## src/verilog/tteq_pkg.sv

```systemverilog
// Constants for the two-thread event counter qualifier: register map,
// field positions, reset values and event class codes.
// Assumes a 12-bit register index space reached through a register port.
`default_nettype none

package tteq_pkg;

  // ==========================================================
  // register map
  localparam logic [11:0] TTEQ_CFG_BASE = 12'h360;
  localparam logic [11:0] TTEQ_PRECISE_CFG_LP0 = 12'h370;
  localparam logic [11:0] TTEQ_PRECISE_CFG_LP1 = 12'h371;
  localparam logic [11:0] TTEQ_ESEL_BASE = 12'h3A0;
  localparam logic [11:0] TTEQ_CTR_BASE = 12'h300;
  localparam logic [11:0] TTEQ_SAMPLE_EN_ADDR = 12'h3C0;
  localparam int TTEQ_PRECISE_IDX_LP0 =
    int'(TTEQ_PRECISE_CFG_LP0 - TTEQ_CFG_BASE);
  localparam int TTEQ_PRECISE_IDX_LP1 =
    int'(TTEQ_PRECISE_CFG_LP1 - TTEQ_CFG_BASE);
  localparam int TTEQ_NUM_CTR = 18;
  localparam int TTEQ_CTR_W = 40;

  // ==========================================================
  // counter configuration fields
  localparam int TTEQ_CFG_ENABLE_BIT = 12;
  localparam int TTEQ_CFG_COMPARE_BIT = 18;
  localparam int TTEQ_CFG_COMPL_BIT = 19;
  localparam int TTEQ_CFG_THR_LSB = 20;
  localparam int TTEQ_CFG_EDGE_BIT = 24;
  localparam logic [3:0] TTEQ_THR_ALWAYS = 4'hF;
  localparam logic [31:0] TTEQ_CFG_RESET = 32'h0000_0000;

  // ==========================================================
  // event select fields
  localparam int TTEQ_Q_LP1_USR = 0;
  localparam int TTEQ_Q_LP1_OS = 1;
  localparam int TTEQ_Q_LP0_USR = 2;
  localparam int TTEQ_Q_LP0_OS = 3;
  localparam int TTEQ_ESEL_MASK_LSB = 9;
  localparam int TTEQ_ESEL_CLASS_LSB = 25;
  localparam int TTEQ_RUNNING_MASK_BIT = 0;
  localparam logic [31:0] TTEQ_ESEL_RESET = 32'h0000_0000;

  // ==========================================================
  // precise sampling enable fields
  localparam int TTEQ_SE_OWN_BIT = 25;
  localparam int TTEQ_SE_OTHER_BIT = 26;

  // ==========================================================
  // event class codes (plain defaults)
  typedef logic [5:0] tteq_class_t;
  localparam tteq_class_t TTEQ_CLASS_NONE = 6'h00;
  localparam tteq_class_t TTEQ_CLASS_POWER = 6'h01;
  localparam tteq_class_t TTEQ_CLASS_EXEC = 6'h02;
  localparam tteq_class_t TTEQ_CLASS_FRONT = 6'h03;
  localparam tteq_class_t TTEQ_CLASS_REPLAY = 6'h04;

  localparam logic [1:0] TTEQ_CPL_KERNEL = 2'h0;

endpackage : tteq_pkg

`default_nettype wire

```

## src/verilog/tteq_qual_if.sv

```systemverilog
// Interface between the counter top and one per-counter qualifier.
// Assumes both ends run on the same core clock.
`timescale 1ns/1ps
`default_nettype none

interface tteq_qual_if;
  logic [31:0] cfg;
  logic [31:0] esel;
  logic [3:0] evt_count;
  logic evt_thread;
  logic evt_ts;
  logic [1:0][1:0] lp_cpl;
  logic [1:0] lp_halted;
  logic powered;
  logic cmp_prev;
  logic [3:0] inc;
  logic cmp_now;
  logic [1:0] precise_hit;

  modport qual (
    input cfg, esel, evt_count, evt_thread, evt_ts, lp_cpl, lp_halted,
    input powered, cmp_prev,
    output inc, cmp_now, precise_hit
  );
  modport ctl (
    output cfg, esel, evt_count, evt_thread, evt_ts, lp_cpl, lp_halted,
    output powered, cmp_prev,
    input inc, cmp_now, precise_hit
  );
endinterface : tteq_qual_if

`default_nettype wire

```

## src/verilog/tteq_qual.sv

```systemverilog
// Per-counter qualification: thread and privilege gating, threshold
// filter and precise-sample hit. Purely combinational.
// Assumes thread state inputs are already on the core clock.
`timescale 1ns/1ps
`default_nettype none

module tteq_qual
  import tteq_pkg::*;
(
  // link to the counter top
  tteq_qual_if.qual q
);

  // ==========================================================
  // qualification helpers
  function automatic logic ts_ok(input logic [3:0] f, input logic lp,
                                 input logic [1:0] cpl);
    logic kern;
    kern = (cpl == TTEQ_CPL_KERNEL);
    if (lp) begin
      ts_ok = kern ? f[TTEQ_Q_LP1_OS] : f[TTEQ_Q_LP1_USR];
    end else begin
      ts_ok = kern ? f[TTEQ_Q_LP0_OS] : f[TTEQ_Q_LP0_USR];
    end
  endfunction : ts_ok

  function automatic logic ti_ok(input logic [3:0] f,
                                 input logic [1:0][1:0] cpl);
    logic u0, k0, u1, k1, any_u, any_k;
    u0 = f[TTEQ_Q_LP0_USR];
    k0 = f[TTEQ_Q_LP0_OS];
    u1 = f[TTEQ_Q_LP1_USR];
    k1 = f[TTEQ_Q_LP1_OS];
    any_u = (cpl[0] != TTEQ_CPL_KERNEL) || (cpl[1] != TTEQ_CPL_KERNEL);
    any_k = (cpl[0] == TTEQ_CPL_KERNEL) || (cpl[1] == TTEQ_CPL_KERNEL);
    if ((u0 && k0) || (u1 && k1) || (u0 && k1) || (k0 && u1)) begin
      ti_ok = 1'b1;
    end else if (u0 || u1) begin
      ti_ok = any_u;
    end else if (k0 || k1) begin
      ti_ok = any_k;
    end else begin
      ti_ok = 1'b0;
    end
  endfunction : ti_ok

  // ==========================================================
  // decision
  logic [3:0] flags;
  tteq_class_t cls;
  logic [3:0] thr;
  logic en, cmp_en, compl, edge_en, running, qual, always_true, precise;
  logic [3:0] raw;

  always_comb begin
    flags = q.esel[TTEQ_Q_LP0_OS:TTEQ_Q_LP1_USR];
    cls = q.esel[TTEQ_ESEL_CLASS_LSB +: 6];
    thr = q.cfg[TTEQ_CFG_THR_LSB +: 4];
    en = q.cfg[TTEQ_CFG_ENABLE_BIT];
    cmp_en = q.cfg[TTEQ_CFG_COMPARE_BIT];
    compl = q.cfg[TTEQ_CFG_COMPL_BIT];
    edge_en = q.cfg[TTEQ_CFG_EDGE_BIT];
    running = (cls == TTEQ_CLASS_POWER) &&
              q.esel[TTEQ_ESEL_MASK_LSB + TTEQ_RUNNING_MASK_BIT];
    // ts events look only at the source thread's flags
    qual = q.evt_ts ? ts_ok(flags, q.evt_thread, q.lp_cpl[q.evt_thread])
                    : ti_ok(flags, q.lp_cpl);
    if (running) begin
      // one count per non-halted thread, each under its own flags
      raw = {3'h0, ~q.lp_halted[0] & ts_ok(flags, 1'b0, q.lp_cpl[0])} +
            {3'h0, ~q.lp_halted[1] & ts_ok(flags, 1'b1, q.lp_cpl[1])};
    end else begin
      raw = qual ? q.evt_count : 4'h0;
    end
    always_true = cmp_en && compl && (thr == TTEQ_THR_ALWAYS);
    q.cmp_now = compl ? (raw <= thr) : (raw > thr);
    if (!en || cls == TTEQ_CLASS_NONE) begin
      q.inc = 4'h0;
    end else if (always_true) begin
      // qualification ignored; runs while monitor is powered
      q.inc = {3'h0, q.powered};
    end else if (cmp_en) begin
      q.inc = {3'h0, edge_en ? (q.cmp_now & ~q.cmp_prev) : q.cmp_now};
    end else begin
      q.inc = raw;
    end
    precise = (cls == TTEQ_CLASS_EXEC) || (cls == TTEQ_CLASS_FRONT) ||
              (cls == TTEQ_CLASS_REPLAY);
    q.precise_hit[0] = en && precise && !running && qual &&
                       (q.evt_count != 4'h0) && (q.evt_thread == 1'b0);
    q.precise_hit[1] = en && precise && !running && qual &&
                       (q.evt_count != 4'h0) && (q.evt_thread == 1'b1);
  end

endmodule : tteq_qual

`default_nettype wire

```

## src/verilog/tteq_counter_qualifier.sv

```systemverilog
// Event counter set of one core shared by two hardware threads, with
// thread/privilege qualification, threshold filter and precise sampling.
// Assumes thread inputs come from core logic on sys_clk; register
// accesses arrive on the register port together with the issuing thread.
//
// How it works
// - Sample enable bits 25 own, 26 other
// - Enable bits resolve relative to writing thread
// - Precise samples only for retirement classes
// - Precise counters at 370H lp0, 371H lp1
// - Event thread is initial identifier bit 0
// - Events are thread-specific or thread-independent
// - Specific events ignore other thread's flags
// - Specific: count by source thread's level flag
// - Independent: both flags or mixed counts always
// - Independent: user-only, kernel-only, none as levels
// - Running counts each non-halted thread's cycles
// - Compare, threshold 15, complement counts every clock while monitor is powered
// - Always-true filter ignores qualification flags
// - Any of 18 counters does non-sleep
// - Core power-saves only when both threads halted
// - Non-sleep counts while monitor is powered
// - Each core has its own counter set
// - Flags: bit0 lp1 usr .. bit3 lp0 os
// - Config bit 12 enables, cleared at reset
// - Complement: <= threshold counts, else > threshold
// - Threshold bits 20-23 used under compare
`timescale 1ns/1ps
`default_nettype none

module tteq_counter_qualifier
  import tteq_pkg::*;
#(
  parameter int NUM_CTR = TTEQ_NUM_CTR,
  parameter int CTR_W = TTEQ_CTR_W
) (
  // clock and reset
  input wire logic sys_clk,
  input wire logic rst_n,
  // register port
  input wire logic reg_wr,
  input wire logic reg_rd,
  input wire logic [11:0] reg_addr,
  input wire logic [63:0] reg_wdata,
  input wire logic reg_lp,
  output logic [63:0] reg_rdata,
  output logic reg_ack,
  output logic reg_err,
  // thread state
  input wire logic [1:0][1:0] lp_cpl,
  input wire logic [1:0] lp_halted,
  // event sources, one per counter
  input wire logic [NUM_CTR-1:0][3:0] evt_count,
  input wire logic [NUM_CTR-1:0] evt_src_id0,
  input wire logic [NUM_CTR-1:0] evt_ts,
  // results
  output logic [1:0] precise_sample,
  output logic core_power_save
);

  // ==========================================================
  // storage; one full set per core instance
  logic [31:0] cfg_q [NUM_CTR];
  logic [31:0] esel_q [NUM_CTR];
  logic [CTR_W-1:0] ctr_q [NUM_CTR];
  logic [NUM_CTR-1:0] cmp_prev_q;
  logic [1:0] sample_en_q;
  logic power_save_q;
  logic [63:0] rdata_q;
  logic ack_q, err_q;
  logic [1:0] sample_q;

  logic [3:0] inc_w [NUM_CTR];
  logic [NUM_CTR-1:0] cmp_now_w;
  logic [NUM_CTR-1:0][1:0] hit_w;
  logic powered;

  // ==========================================================
  // address decode
  logic hit_cfg, hit_esel, hit_ctr, hit_se;
  logic [11:0] idx_cfg, idx_esel, idx_ctr;

  always_comb begin
    idx_cfg = reg_addr - TTEQ_CFG_BASE;
    idx_esel = reg_addr - TTEQ_ESEL_BASE;
    idx_ctr = reg_addr - TTEQ_CTR_BASE;
    hit_cfg = (reg_addr >= TTEQ_CFG_BASE) &&
              (idx_cfg < 12'(NUM_CTR));
    hit_esel = (reg_addr >= TTEQ_ESEL_BASE) && (idx_esel < 12'(NUM_CTR));
    hit_ctr = (reg_addr >= TTEQ_CTR_BASE) && (idx_ctr < 12'(NUM_CTR));
    hit_se = (reg_addr == TTEQ_SAMPLE_EN_ADDR);
  end

  // ==========================================================
  // configuration and event select registers
  always_ff @(posedge sys_clk or negedge rst_n) begin
    if (!rst_n) begin
      for (int i = 0; i < NUM_CTR; i++) begin
        cfg_q[i] <= TTEQ_CFG_RESET;
        esel_q[i] <= TTEQ_ESEL_RESET;
      end
    end else if (reg_wr) begin
      for (int i = 0; i < NUM_CTR; i++) begin
        if (hit_cfg && idx_cfg == 12'(i)) begin
          cfg_q[i] <= reg_wdata[31:0];
        end
        if (hit_esel && idx_esel == 12'(i)) begin
          esel_q[i] <= reg_wdata[31:0];
        end
      end
    end
  end

  // ==========================================================
  // precise sampling enable, held per absolute thread
  always_ff @(posedge sys_clk or negedge rst_n) begin
    if (!rst_n) begin
      sample_en_q <= 2'h0;
    end else if (reg_wr && hit_se) begin
      // writer's own bit lands on its thread, the other on its sibling
      sample_en_q[reg_lp] <= reg_wdata[TTEQ_SE_OWN_BIT];
      sample_en_q[~reg_lp] <= reg_wdata[TTEQ_SE_OTHER_BIT];
    end
  end

  // ==========================================================
  // per-counter qualifiers
  assign powered = ~&lp_halted && !power_save_q;

  for (genvar g = 0; g < NUM_CTR; g++) begin : g_ctr
    tteq_qual_if qif();
    assign qif.cfg = cfg_q[g];
    assign qif.esel = esel_q[g];
    assign qif.evt_count = evt_count[g];
    assign qif.evt_thread = evt_src_id0[g];
    assign qif.evt_ts = evt_ts[g];
    assign qif.lp_cpl = lp_cpl;
    assign qif.lp_halted = lp_halted;
    assign qif.powered = powered;
    assign qif.cmp_prev = cmp_prev_q[g];
    assign inc_w[g] = qif.inc;
    assign cmp_now_w[g] = qif.cmp_now;
    assign hit_w[g] = qif.precise_hit;
    tteq_qual u_qual (
      .q(qif.qual)
    );
  end

  // ==========================================================
  // counters; a software write wins over an increment that cycle
  always_ff @(posedge sys_clk or negedge rst_n) begin
    if (!rst_n) begin
      for (int i = 0; i < NUM_CTR; i++) begin
        ctr_q[i] <= '0;
      end
    end else begin
      for (int i = 0; i < NUM_CTR; i++) begin
        if (reg_wr && hit_ctr && idx_ctr == 12'(i)) begin
          ctr_q[i] <= reg_wdata[CTR_W-1:0];
        end else begin
          ctr_q[i] <= ctr_q[i] + CTR_W'(inc_w[i]);
        end
      end
    end
  end

  // edge filter memory of the threshold comparison
  always_ff @(posedge sys_clk or negedge rst_n) begin
    if (!rst_n) begin
      cmp_prev_q <= '0;
    end else begin
      cmp_prev_q <= cmp_now_w;
    end
  end

  // ==========================================================
  // precise sample requests: only the two dedicated counters
  always_ff @(posedge sys_clk or negedge rst_n) begin
    if (!rst_n) begin
      sample_q <= 2'h0;
    end else begin
      sample_q[0] <= sample_en_q[0] &&
                     hit_w[TTEQ_PRECISE_IDX_LP0][0];
      sample_q[1] <= sample_en_q[1] &&
                     hit_w[TTEQ_PRECISE_IDX_LP1][1];
    end
  end

  // ==========================================================
  // core power-saving state
  always_ff @(posedge sys_clk or negedge rst_n) begin
    if (!rst_n) begin
      power_save_q <= 1'b0;
    end else begin
      power_save_q <= &lp_halted;
    end
  end

  // ==========================================================
  // register read path; unmapped addresses answer with error, data zero
  always_ff @(posedge sys_clk or negedge rst_n) begin
    if (!rst_n) begin
      rdata_q <= 64'h0;
      ack_q <= 1'b0;
      err_q <= 1'b0;
    end else begin
      ack_q <= reg_rd || reg_wr;
      err_q <= (reg_rd || reg_wr) &&
               !(hit_cfg || hit_esel || hit_ctr || hit_se);
      if (reg_rd) begin
        rdata_q <= 64'h0;
        for (int i = 0; i < NUM_CTR; i++) begin
          if (hit_cfg && idx_cfg == 12'(i)) begin
            rdata_q <= {32'h0, cfg_q[i]};
          end
          if (hit_esel && idx_esel == 12'(i)) begin
            rdata_q <= {32'h0, esel_q[i]};
          end
          if (hit_ctr && idx_ctr == 12'(i)) begin
            rdata_q <= 64'(ctr_q[i]);
          end
        end
        if (hit_se) begin
          // read back relative to the reading thread
          rdata_q[TTEQ_SE_OWN_BIT] <= sample_en_q[reg_lp];
          rdata_q[TTEQ_SE_OTHER_BIT] <= sample_en_q[~reg_lp];
        end
      end
    end
  end

  assign reg_rdata = rdata_q;
  assign reg_ack = ack_q;
  assign reg_err = err_q;
  assign precise_sample = sample_q;
  assign core_power_save = power_save_q;

endmodule : tteq_counter_qualifier

`default_nettype wire

```

## config.mk

```make
export PLATFORM = sky130hd
export DESIGN_NAME = tteq_counter_qualifier
export DESIGN_NICKNAME = d
export VERILOG_FILES = /design/src/verilog/tteq_pkg.sv /design/src/verilog/tteq_qual_if.sv /design/src/verilog/tteq_qual.sv /design/src/verilog/tteq_counter_qualifier.sv
export SDC_FILE = /design/constraint.sdc
export NUM_CORES = 2
export LEC_CHECK = 0
export BUFFER_PORTS_ARGS = -buffer_cell sky130_fd_sc_hd__buf_2
export CORE_MARGIN = 2
export CORE_UTILIZATION = 36
export DETAILED_ROUTE_END_ITERATION = 8
export MAX_ROUTING_LAYER = met4
export PLACE_DENSITY = 0.56
export SLEW_MARGIN = 25
export SYNTH_ARGS = -nofsm -noshare
export SYNTH_HDL_FRONTEND = slang
export SYNTH_SLANG_ARGS = --single-unit
export TNS_END_PERCENT = 10
```

## constraint.sdc

```tcl
create_clock -name sys_clk -period 6.05 [get_ports sys_clk]
set_clock_uncertainty 0.1 [all_clocks]
set_input_delay 1.21 -clock sys_clk [delete_from_list [all_inputs] [get_ports sys_clk]]
set_output_delay 1.21 -clock sys_clk [all_outputs]
set_load 0.03 [all_outputs]
```

==> reports/qor.txt <==
CTS Root Cell: clkbuf_16
First DRT Iteration DRCs: 14294
IO Pins: 264
Clock Sinks: 1937
Crit path DAT: 6.70 ns
CP Capture Type: flop
RSZ-0062 raised after global routing: yes
Synthesized flop and latch total: 1937
# fillers: 28403
Crit path max-delay family: compound AO/OA/AOI/OAI gates
CTS tree: yes
Via density: 6.381
Worst path buffer plus inverter count: 5
Die Ht: 549.6 microns
Share of cells above drive strength 1: 0.2709
Htree depth: 4
Period utilization: 0.9821
Via count: 101139
Synth top area share: 0.4524
# setup viols final: 0
YS warnings: 0
DIE WIDTH: 549.6 microns
Largest stage delay, worst path: 0.51 ns
Max Fanout on Critical Path: 6
Pin slew with the least headroom to its limit: 1.204 ns
Critical path's slowest cell: a2111oi_4
R2R depth: 27
Drt first pass iters: 9
MaxCap Viol Count: 0
Mapped Cells: 10876
First-pass GRT wire length: 792.0 mm
Most frequent cells in the layout: dfrtp_1 (1937), nor2_1 (1174), mux2_2 (1149)
Levels on crit path: 31
Post-synthesis cell area: 107200 sq um
Hold Path Class: primary input to async pin
Total track usage: 0.3848
Syn_area_per_cell: 9.852 sq um
DP Cell Count: 15350
Antenna viol nets, final: 0
Most common flop cell mapped by yosys: dfrtp_1
Most common cell after layout, fill and taps aside: dfrtp_1
R2R Setup Slk: 0.11 ns
FMAX: 168.3 MHz
Clock slew seen by the registers of the worst setup and hold paths: 0.07 ns
IO Port Bufs: 215
Hold-fix buffers, CTS: 0
Vias in the first global route: 96193
Die area: 302000 sq um
Clk_lat worst skew: 0.94 ns
Post-Route WL: 579.5 mm
Post-DP HPWL: 427.3 mm
Site row count: 200
Relative slew margins: 0.1921
Final min period: 5.942 ns
Final nets: 12043
Maximum VDD drop: 0.0002364 V
Non-filler cells, final: 15851
Clk buf depth: 4
Static Leak: 60.28 nW
Setup Crit Path Kind: primary input to flop
Pwr Density: 230.6 nW/um^2
Routability cong.: 1.062
EDFF count, synth: 0
CTS Buf Count: 228
Residual DRC: 0
Status: finished, final reports clean
Yosys cell types: 100
Initial core utilization: 0.3614
Worst setup SP type: primary input
Synth-to-layout area growth: 20.53%
Synth top area cells: dfrtp_1 (45%), mux2_2 (12%), nor2_1 (4.2%)
Initial antenna violation count: 73
Post-synth top area cell: dfrtp_1
Area of the core: 296500 sq um
Final hold vios: 0
Design Power: 0.02978 W
WL/cell: 36.56 microns
Post-synthesis sequential area ratio: 0.4524
FFs w/ async S/R, synth: 1.000
Largest net degree at the start of global routing: 165
CP Data Required Time: 6.81 ns
Max Slew Vio Count: 0
Grt total ovfl: 0
## power by group
group / switching, W / internal [W] / leakage, nW
registers: 0.000151 / 0.0131 / 26.7
logic: 0.00136 / 0.000384 / 29.7
clock network: 0.00612 / 0.00871 / 3.84
## metrics by stage
step | utilization | setup TNS, ns | hold WS (ns) | cell area (sq um) | setup WS [ns]
after CTS | 0.4321 | -0.004307 | 0.2876 | 128100 | -0.004307
final | 0.4355 | 0 | 0.08460 | 129200 | 0.1084
after detailed placement | 0.4055 | -239.27 | 0.3649 | 120300 | -1.082
after global routing | 0.4353 | -1.596 | 0.1207 | 129100 | -0.1564
after floorplan | - | -0.2314 | 0.3447 | 107500 | -0.07122
after global placement | 0.4054 | -211.55 | 0.3601 | 120200 | -1.096
## final timing paths
path / startpoint / end
worst min-delay path: rst_n / ctr_q[130]
worst max register to register: g_ctr[17].qif.esel[29] / ctr_q[38]
min in group sys_clk: g_ctr[8].qif.esel[4] / g_ctr[8].qif.esel[4]
max in group asynchronous: rst_n / g_ctr[6].qif.cfg[20]
worst max-delay path: lp_cpl[2] / ctr_q[38]
worst min register to register: g_ctr[8].qif.esel[4] / g_ctr[8].qif.esel[4]
## registers in the layout (all words and copies together) (netlist names)
signal and flops:
g_ctr.qif.cfg 576, core_power_save 1, ctr_q 720, precise_sample 2, reg_rdata 40, sample_en_q 2, reg_ack 1, g_ctr.qif.esel 576
reg_err 1, cmp_prev_q 18
## per-layer routing
| metal | GRT usage | share of wire | routed length (microns) |
|---|---|---|---|
| met4 | 0.2367 | 0.073 | 42140 |
| met2 | 0.5282 | 0.41 | 238000 |
| met5 | - | 0 | 0 |
| met3 | 0.1025 | 0.12 | 66800 |
| met1 | 0.5014 | 0.40 | 232600 |
## cell usage after synthesis, drive strengths merged, types with 29 or more instances
master,instances
o21a,53
nor3,182
o21ai,371
nor2b,107
mux2,1151
nor4,75
and3,163
or4,29
a222oi,77
and4,41
a211oi,57
nand4,157
o211ai,103
a221oi,227
inv,220
o31ai,30
a22oi,92
a221o,56
or2,42
dfrtp,1937
a21oi,862
xor2,379
nand2,685
nor2,1217
mux2i,45
o22ai,162
a2111oi,38
xnor2,315
nand3,325
o2111ai,72
a21o,64
buf,268
and2,76
clkbuf,565
ha,165
o221ai,122
## cells by family after synthesis
group,synth area share
AND/OR/NAND/NOR,0.1387
AO/OA/AOI/OAI,0.1656
flip-flops,0.4524
multiplexers,0.1252
buffers and inverters,0.03879
XOR/XNOR,0.05673
adder cells (fa/ha/maj),0.02263
other,0.00003500
## repair_timing
| item | 4_1_cts | 5_1_grt |
|---|---|---|
| endpoints found under the setup margin | 25 | 200 |
| gates resized for setup | 9 | 162 |
| pin swaps | 1 | 78 |
| gates cloned | 0 | 0 |
| buffers inserted | 0 | 22 |
## cell type report
| type | count | area (sq um) | share of cell area |
|---|---|---|---|
| antenna | 64 | 160.2 | 0.001240 |
| clock buffer | 328 | 6606 | 0.05115 |
| clock inverter | 85 | 1234 | 0.009552 |
| inverter | 221 | 829.5 | 0.006423 |
| multi-input combinational | 7908 | 55970 | 0.4334 |
| sequential | 1937 | 48470 | 0.3753 |
| tap | 3939 | 4928 | 0.03816 |
| timing repair buffer | 1369 | 10950 | 0.08482 |
(Power assumes the default switching activity.)
